[src/dram_seq_pkg.sv]
// Shared constants for the DRAM access and refresh sequencer
package dram_seq_pkg;

    // Unused pin count; the input synchroniser passes PIN_TOTAL (8) pins
    localparam int unsigned PIN_COUNT = 7;

    // Bit positions of each pin inside the synchroniser vector
    localparam int unsigned PIN_CPU_CLK      = 0;
    localparam int unsigned PIN_ADDR_STROBE  = 1;
    localparam int unsigned PIN_CHIP_SELECT  = 2;
    localparam int unsigned PIN_READ_WRITE   = 3;
    localparam int unsigned PIN_REFRESH_REQ  = 4;
    localparam int unsigned PIN_WAIT         = 5;
    localparam int unsigned PIN_DATA_STROBE  = 6;
    localparam int unsigned PIN_HIDDEN_DIS   = 7;
    localparam int unsigned PIN_TOTAL        = 8;

    // Synchroniser reset level for every pin (all pins idle high except the processor clock, low)
    localparam logic [PIN_TOTAL-1:0] PIN_RESET = 8'hfe;

    // Reset values of the internal, active-high state
    localparam logic MODE_RESET    = 1'b0;
    localparam logic STAGE_B_RESET = 1'b0;
    localparam logic STAGE_C_RESET = 1'b0;
    localparam logic STAGE_D_RESET = 1'b1;
    localparam logic COMB_RESET    = 1'b0;

endpackage : dram_seq_pkg

[src/pin_sync_if.sv]
// Carrier between the sequencer core and its pin synchroniser
interface pin_sync_if;

    logic [dram_seq_pkg::PIN_TOTAL-1:0] rawPins;
    logic [dram_seq_pkg::PIN_TOTAL-1:0] syncPins;

    // Synchroniser side: takes raw pins, returns settled pins
    modport syncer
    (
        input  rawPins,
        output syncPins
    );

    // Core side: hands over raw pins, reads settled pins
    modport core
    (
        output rawPins,
        input  syncPins
    );

endinterface : pin_sync_if

[src/dram_access_refresh_sequencer.sv]
// DRAM access, hidden refresh and forced refresh sequencer core
module dram_access_refresh_sequencer
(
    input  wire logic clk_sys,
    input  wire logic rstn,
    input  wire logic cpuClk,
    input  wire logic addrStrobeN,
    input  wire logic chipSelectN,
    input  wire logic readWrite,
    input  wire logic refreshRequestInN,
    input  wire logic waitN,
    input  wire logic anyDataStrobeN,
    input  wire logic hiddenRefreshDisableN,
    output logic      rowStrobeRequestN,
    output logic      cycleDoneN,
    output logic      accessDuringRefreshN,
    output logic      transferAckN,
    output logic      transferAckOe,
    output logic      refreshCycleN,
    output logic      delayStageBN,
    output logic      delayStageCN,
    output logic      delayStageDN
);

    pin_sync_if pinBus ();

    // Settled pin levels, active high where the pin is active low
    logic clkHigh;
    logic addrStrobe;
    logic chipSelect;
    logic isRead;
    logic refreshReq;
    logic waitReq;
    logic dataStrobe;
    logic hiddenEnable;
    logic clkPrev_reg;
    logic clkPrev_next;
    logic cpuRise;

    // Combinational group, modelled one system clock behind its inputs
    logic rasReg;
    logic rasNext;
    logic cycReg;
    logic cycNext;
    logic incyReg;
    logic incyNext;
    logic ackReg;
    logic ackNext;
    logic ackOeReg;
    logic ackOeNext;

    // Registered group, stepped on the processor clock rise
    logic mode_reg;
    logic mode_next;
    logic stageB_reg;
    logic stageB_next;
    logic stageC_reg;
    logic stageC_next;
    logic stageD_reg;
    logic stageD_next;
    logic refreshStart;

    ////////////////////////////////////////////////////////////////////////
    // Pin synchroniser
    assign pinBus.rawPins = {hiddenRefreshDisableN, anyDataStrobeN, waitN,
                             refreshRequestInN, readWrite, chipSelectN,
                             addrStrobeN, cpuClk};

    pin_synchroniser u_sync
    (
        .clk_sys (clk_sys),
        .rstn    (rstn),
        .pins    (pinBus.syncer)
    );

    // Active-low pins turned to active-high levels
    assign clkHigh      = pinBus.syncPins[dram_seq_pkg::PIN_CPU_CLK];
    assign addrStrobe   = ~pinBus.syncPins[dram_seq_pkg::PIN_ADDR_STROBE];
    assign chipSelect   = ~pinBus.syncPins[dram_seq_pkg::PIN_CHIP_SELECT];
    assign isRead       = pinBus.syncPins[dram_seq_pkg::PIN_READ_WRITE];
    assign refreshReq   = ~pinBus.syncPins[dram_seq_pkg::PIN_REFRESH_REQ];
    assign waitReq      = ~pinBus.syncPins[dram_seq_pkg::PIN_WAIT];
    assign dataStrobe   = ~pinBus.syncPins[dram_seq_pkg::PIN_DATA_STROBE];
    assign hiddenEnable = pinBus.syncPins[dram_seq_pkg::PIN_HIDDEN_DIS];

    ////////////////////////////////////////////////////////////////////////
    // Processor clock rising edge detector
    always_comb
    begin
        clkPrev_next = clkHigh;
    end

    always_ff @(posedge clk_sys or negedge rstn)
    begin
        if (!rstn)
            clkPrev_reg <= dram_seq_pkg::COMB_RESET;
        else
            clkPrev_reg <= clkPrev_next;
    end

    assign cpuRise = clkHigh & ~clkPrev_reg;

    ////////////////////////////////////////////////////////////////////////
    // Row strobe, cycle-done, collision flag and acknowledge equations
    always_comb
    begin
        // Row strobe request
        rasNext = (chipSelect & ~incyReg & addrStrobe & ~mode_reg
                   & stageD_reg & ~cycReg & ~clkHigh)
                | (~chipSelect & ~incyReg & addrStrobe & ~mode_reg
                   & stageB_reg & ~cycReg & hiddenEnable)
                | (chipSelect & incyReg & addrStrobe & ~mode_reg
                   & stageD_reg & ~cycReg & ~clkHigh)
                | (chipSelect & rasReg & ~mode_reg & addrStrobe)
                | (rasReg & ~mode_reg & stageB_reg);
        // Cycle-done
        cycNext = (~mode_reg & stageB_reg & stageC_reg & ~stageD_reg)
                | (cycReg & addrStrobe)
                | (~mode_reg & cycReg & ~clkHigh)
                | (~chipSelect & addrStrobe & ~mode_reg & ~stageB_reg
                   & ~stageC_reg & ~stageD_reg);
        // Access during forced refresh
        incyNext = (mode_reg & addrStrobe)
                 | (incyReg & stageD_reg & addrStrobe);
        // Acknowledge, only driven while selected
        ackOeNext = chipSelect;
        ackNext   = chipSelect &
                    ((addrStrobe & ~waitReq & ~isRead & ~mode_reg & ~clkHigh)
                   | (addrStrobe & waitReq & ~isRead & ~mode_reg
                      & stageB_reg & ~clkHigh)
                   | (dataStrobe & ~waitReq & isRead & ~mode_reg & ~clkHigh)
                   | (dataStrobe & waitReq & isRead & ~mode_reg
                      & stageB_reg & ~clkHigh)
                   | (ackReg & stageB_reg & ~mode_reg)
                   | (ackReg & addrStrobe & rasReg & ~mode_reg
                      & ~cycReg)
                   | (ackReg & addrStrobe & ~isRead & ~mode_reg));
    end

    // Registers the combinational group every system clock
    always_ff @(posedge clk_sys or negedge rstn)
    begin
        if (!rstn)
        begin
            rasReg   <= dram_seq_pkg::COMB_RESET;
            cycReg   <= dram_seq_pkg::COMB_RESET;
            incyReg  <= dram_seq_pkg::COMB_RESET;
            ackReg   <= dram_seq_pkg::COMB_RESET;
            ackOeReg <= dram_seq_pkg::COMB_RESET;
        end
        else
        begin
            rasReg   <= rasNext;
            cycReg   <= cycNext;
            incyReg  <= incyNext;
            ackReg   <= ackNext;
            ackOeReg <= ackOeNext;
        end
    end

    ////////////////////////////////////////////////////////////////////////
    // Refresh mode and delay chain, stepped only on processor clock rise
    always_comb
    begin
        // Refresh request during a long cycle, selected or not; forces refresh only when selected
        refreshStart = refreshReq & addrStrobe & cycReg & ~stageB_reg
                     & ~stageC_reg & ~rasReg;
        mode_next   = mode_reg;
        stageB_next = stageB_reg;
        stageC_next = stageC_reg;
        stageD_next = stageD_reg;
        if (cpuRise)
        begin
            // Mode entry and hold
            mode_next = (refreshReq & ~addrStrobe & ~cycReg & ~rasReg)
                      | (chipSelect & refreshStart)
                      | (mode_reg & ~stageC_reg)
                      | (mode_reg & ~stageD_reg);
            // Stage B
            stageB_next = (mode_reg & ~stageD_reg)
                        | (~incyReg & addrStrobe & ~cycReg & ~mode_reg
                           & ~stageC_reg & stageD_reg)
                        | (chipSelect & incyReg & addrStrobe & ~cycReg
                           & ~mode_reg & ~stageC_reg & stageD_reg)
                        | (~mode_reg & stageB_reg & ~stageC_reg)
                        | (chipSelect & waitReq & addrStrobe & ~mode_reg
                           & stageB_reg & stageC_reg & ~stageD_reg)
                        | (chipSelect & addrStrobe & ~isRead & cycReg
                           & ~mode_reg & ~stageB_reg & ~stageC_reg
                           & ~stageD_reg);
            // Stages C and D
            stageC_next = stageB_reg & ~stageD_reg;
            stageD_next = stageC_reg
                        | (~addrStrobe & ~mode_reg)
                        | (~chipSelect & refreshStart & ~mode_reg);
        end
    end

    // Registers the mode and delay chain
    always_ff @(posedge clk_sys or negedge rstn)
    begin
        if (!rstn)
        begin
            mode_reg   <= dram_seq_pkg::MODE_RESET;
            stageB_reg <= dram_seq_pkg::STAGE_B_RESET;
            stageC_reg <= dram_seq_pkg::STAGE_C_RESET;
            stageD_reg <= dram_seq_pkg::STAGE_D_RESET;
        end
        else
        begin
            mode_reg   <= mode_next;
            stageB_reg <= stageB_next;
            stageC_reg <= stageC_next;
            stageD_reg <= stageD_next;
        end
    end

    ////////////////////////////////////////////////////////////////////////
    // Outputs from flops, active low except transferAckOe
    assign rowStrobeRequestN    = ~rasReg;
    assign cycleDoneN           = ~cycReg;
    assign accessDuringRefreshN = ~incyReg;
    assign transferAckN         = ~ackReg;
    assign transferAckOe        = ackOeReg;
    assign refreshCycleN        = ~mode_reg;
    assign delayStageBN         = ~stageB_reg;
    assign delayStageCN         = ~stageC_reg;
    assign delayStageDN         = ~stageD_reg;
endmodule : dram_access_refresh_sequencer

[src/pin_synchroniser.sv]
// Two-flop synchroniser bank for all asynchronous pins
module pin_synchroniser
(
    input  wire logic   clk_sys,
    input  wire logic   rstn,
    pin_sync_if.syncer  pins
);

    logic [dram_seq_pkg::PIN_TOTAL-1:0] firstStage_reg;
    logic [dram_seq_pkg::PIN_TOTAL-1:0] secondStage_reg;

    ////////////////////////////////////////////////////////////////////////
    // One pair of flops per pin; first flop feeds only the second
    genvar bitIdx;
    generate
        for (bitIdx = 0; bitIdx < dram_seq_pkg::PIN_TOTAL; bitIdx++)
        begin : g_sync
            always_ff @(posedge clk_sys or negedge rstn)
            begin
                if (!rstn)
                begin
                    firstStage_reg[bitIdx]  <= dram_seq_pkg::PIN_RESET[bitIdx];
                    secondStage_reg[bitIdx] <= dram_seq_pkg::PIN_RESET[bitIdx];
                end
                else
                begin
                    firstStage_reg[bitIdx]  <= pins.rawPins[bitIdx];
                    secondStage_reg[bitIdx] <= firstStage_reg[bitIdx];
                end
            end
        end
    endgenerate

    // Settled pins leave through the interface
    assign pins.syncPins = secondStage_reg;

endmodule : pin_synchroniser

[config.mk]
export PLATFORM = sky130hd
export DESIGN_NAME = dram_access_refresh_sequencer
export DESIGN_NICKNAME = d
export VERILOG_FILES = /design/src/dram_seq_pkg.sv /design/src/pin_sync_if.sv /design/src/dram_access_refresh_sequencer.sv /design/src/pin_synchroniser.sv
export SDC_FILE = /design/constraint.sdc
export NUM_CORES = 1
export LEC_CHECK = 0
export BUFFER_PORTS_ARGS = -buffer_cell sky130_fd_sc_hd__buf_2
export CELL_PAD_IN_SITES_DETAIL_PLACEMENT = 2
export CELL_PAD_IN_SITES_GLOBAL_PLACEMENT = 2
export CORE_ASPECT_RATIO = 1.1
export CORE_MARGIN = 3
export CORE_UTILIZATION = 31
export DETAILED_ROUTE_END_ITERATION = 6
export GPL_TIMING_DRIVEN = 0
export HOLD_SLACK_MARGIN = 0.03
export PLACE_DENSITY_LB_ADDON = 0.1
export SETUP_SLACK_MARGIN = 0.5
export SYNTH_ARGS = -nofsm -noshare
export SYNTH_HDL_FRONTEND = slang
export SYNTH_SLANG_ARGS = --single-unit
[constraint.sdc]
create_clock -name clk_sys -period 1.1 [get_ports clk_sys]
set_input_delay 0.11 -clock clk_sys [delete_from_list [all_inputs] [get_ports clk_sys]]
set_output_delay 0.11 -clock clk_sys [all_outputs]
set_load 0.05 [all_outputs]
==> impl_results.md <==
* Mean Syn Cell Area at between 10 and 15 um2
* Ranking of synthesized cells by instance count: 15 x dfstp_2, 11 x dfrtp_1, 9 x inv_1
* CP Depth at 5
* Slowest-stage cell, CP: dfstp_2
* Syn-to-layout area delta at 62.96%
* Syn_nets at just over 90
* Die footprint at just under 4000 um2
* Ant diodes at 0
* HP Class: input pin to asynchronous set/reset pin
* Clock Tree Buf Depth at 2
* CP Capture Type: flip-flop
* Hold violation count in the final report at 11
* Register area share after synthesis at 67.64%
* WS Path Type: flip-flop to flip-flop
* CTS clk-pin slew, worst paths at around 140 ps
* Failing checks: hold timing, setup timing
* CP Launch Type: flip-flop
* Port Buffer Count at 18
* Data required time of the worst path at around 1400 ps
* CTS tree: done
* Initial antenna violation count at 0
* CP max stage delay at about 450 ps
* Layout fillers at about 270
* Synth top area share at between 30% and 40%
* Seq cells post-synth at 26
* Peak supply drop at 0.001630 V
* DRT iter0 DRCs at 11
* Hold Slack at -248.8 ps
* Max Freq at approximately 750 MHz
* Remaining Overflow, GRT at 0
* TritonRoute pass-1 iters at 2
* Avg Vias per Cell at about 5.0
* Ordered cell list for the critical path: buf_12, nor2_4, nor2_1, o32a_1, a21oi_2
* Leakage Power at approximately 0.67 nW
* Average routed wire per standard cell at about 18 um
* Root Driver: clkbuf_4
* Top cells by area, synth: dfstp_2 40%, dfrtp_1 28%, a21oi_1 3.5%
* Final TNS setup at -1261 ps
* # IOs at 19
* Top-count cell post-synth: dfstp_2
* Final setup viols at 14
* Slew Limit Fails at 0
* Worst-path maximum fanout at 6
* Minimum clock period at 1327 ps
* Nets@finish at 139
* Clock H-tree levels at 1
* Max-cap violation count at 0
* Main flop type after synthesis: dfstp_2
* Final Cycle Share at 120.6%
* Pwr dens at 2229 nW/um2
* Relative slew margins at 61.27%
* Via Count at ~800
* Largest delay share family, worst path: compound AO/OA/AOI/OAI gates
* Status: finished, violations left
* CTS buffer count at 3
* DRC at 0
* Post-synth EDFFs at 0
* Antenna Nets Post-Route at 0
* Aggregate global-route resource usage at 14.94%
* Core ar. at 2903 um2
* Mapped Cells at 81
* Worst Reg-to-Reg Cells at 5
* Starting Density at 34.09%
* Routed WL at between 2 and 3 mm
* Unrepaired setup endpoints after global routing: true
* Share of post-route cells with drive strength above 1 at between 70% and 80%
* Cell taking the most area after synthesis: dfstp_2
* Die W at 59.88 um
* Largest net degree at the start of global routing at 27
* Final setup margin at -227.0 ps
* Die Ht at ~65 um
* Buf+Inv Stages, Crit Path at 1
* First-pass GRT wire length at roughly 4.4 mm
* Distinct cells, synth at 25
* Clock latency on the worst-skew pair at roughly 330 ps
* Post-cts hold buffer count at 8
* Worst Path Arrival at approximately 1600 ps
* Yosys warnings at 0
* Vias in the first global route at ~900
* Clock sinks at 26
* Row count at 20
* Clk_skew at ~8.3 ps
* Core Util, Final at a little under three fifths
* Ys async rst share at 100.0%
* RePlAce Congestion at about 0.75
* Synthesized cell area at just under 1000 um2
* Worst Max-Slew Pin Slew at slightly below 600 ps
==> worst register-to-register path: stages (launching register included) <==
cell     delay [ps]
dfstp_2         450
buf_12          140
nor2_4          120
nor2_1           70
o32a_1          360
a21oi_2         140
==> through the flow <==
| step | power, mW | instances | worst slack [ps] | hold slack [ps] | area [um2] |
|---|---|---|---|---|---|
| 2_1_floorplan | 2.083 | 81 | -184.4 | -185.6 | 1049 |
| 3_3_place_gp | 2.346 | 132 | -128.9 | 134.0 | 1180 |
| 3_5_place_dp | 2.364 | 132 | -161.1 | 137.7 | 1180 |
| 4_1_cts | 3.424 | 158 | -115.1 | -225.9 | 1530 |
| 5_1_grt | 3.767 | 161 | -257.7 | -225.4 | 1613 |
| 6_report | 3.594 | 161 | -227.0 | -248.8 | 1613 |
==> report_power, final <==
group          leakage [nW]  total, mW  internal, mW  switching (mW)
Sequential            0.286       1.26          1.12           0.143
Clock                0.0210      0.494         0.203           0.291
Combinational         0.361       1.84         0.816            1.02
==> routing by layer <==
metal	global-route usage, %	wire length [um]	share of wire (%)	vias to the layer above
li1	-	-	-	366
met1	18.82	1158	40	415
met2	25.81	1613	56	19
met3	1.768	77	2.7	4
met4	5.263	47	1.6	0
met5	0	0	0	-
==> layout by cell type, fill, tap and decap left out, types with 3 or more instances in the layout <==
cell type,instances
buf_4,15
clkbuf_4,3
buf_8,5
buf_6,9
inv_2,3
dfstp_2,15
clkinvlp_4,6
buf_2,9
dfrtp_2,6
a21oi_2,6
dfrtp_1,5
nor2_1,4
dlygate4sd3_1,8
==> cell families after synthesis <==
kind of cell / share of synthesized area (%)
buf+inv: 7.205
mux: 2.023
flops: 67.64
simple gates: 7.965
compound gates: 15.17
==> worst paths after layout <==
kind | end | slack [ps] | start
max in group asynchronous | incyReg | 930 | rstn
min | stageB_reg | -250 | rstn
max | stageB_reg | -230 | u_sync.pins.syncPins[2]
min reg2reg | u_sync.pins.syncPins[0] | 370 | u_sync.firstStage_reg[0]
max reg2reg | stageB_reg | -230 | u_sync.pins.syncPins[2]
min in group clk_sys | u_sync.pins.syncPins[0] | 370 | u_sync.firstStage_reg[0]
==> cell type report <==
cell class | count | area [um2] | share of cell area [%]
flip-flops and latches | 26 | 676.9 | 41.97
repair buffers | 43 | 385.4 | 23.89
multi-input cells | 40 | 352.8 | 21.88
inverters | 11 | 71.32 | 4.422
plain buffers | 4 | 48.80 | 3.026
well taps | 33 | 41.29 | 2.560
clock buffers | 4 | 36.28 | 2.250
==> timing repair <==
item	4_1_cts	5_1_grt
resized for setup	40	10
gates cloned	0	0
pin swaps	5	4
buffers inserted	14	3
endpoints found under the setup margin	19	22
hold endpoints to repair	19	11
Power figures use the tool's default switching activity.
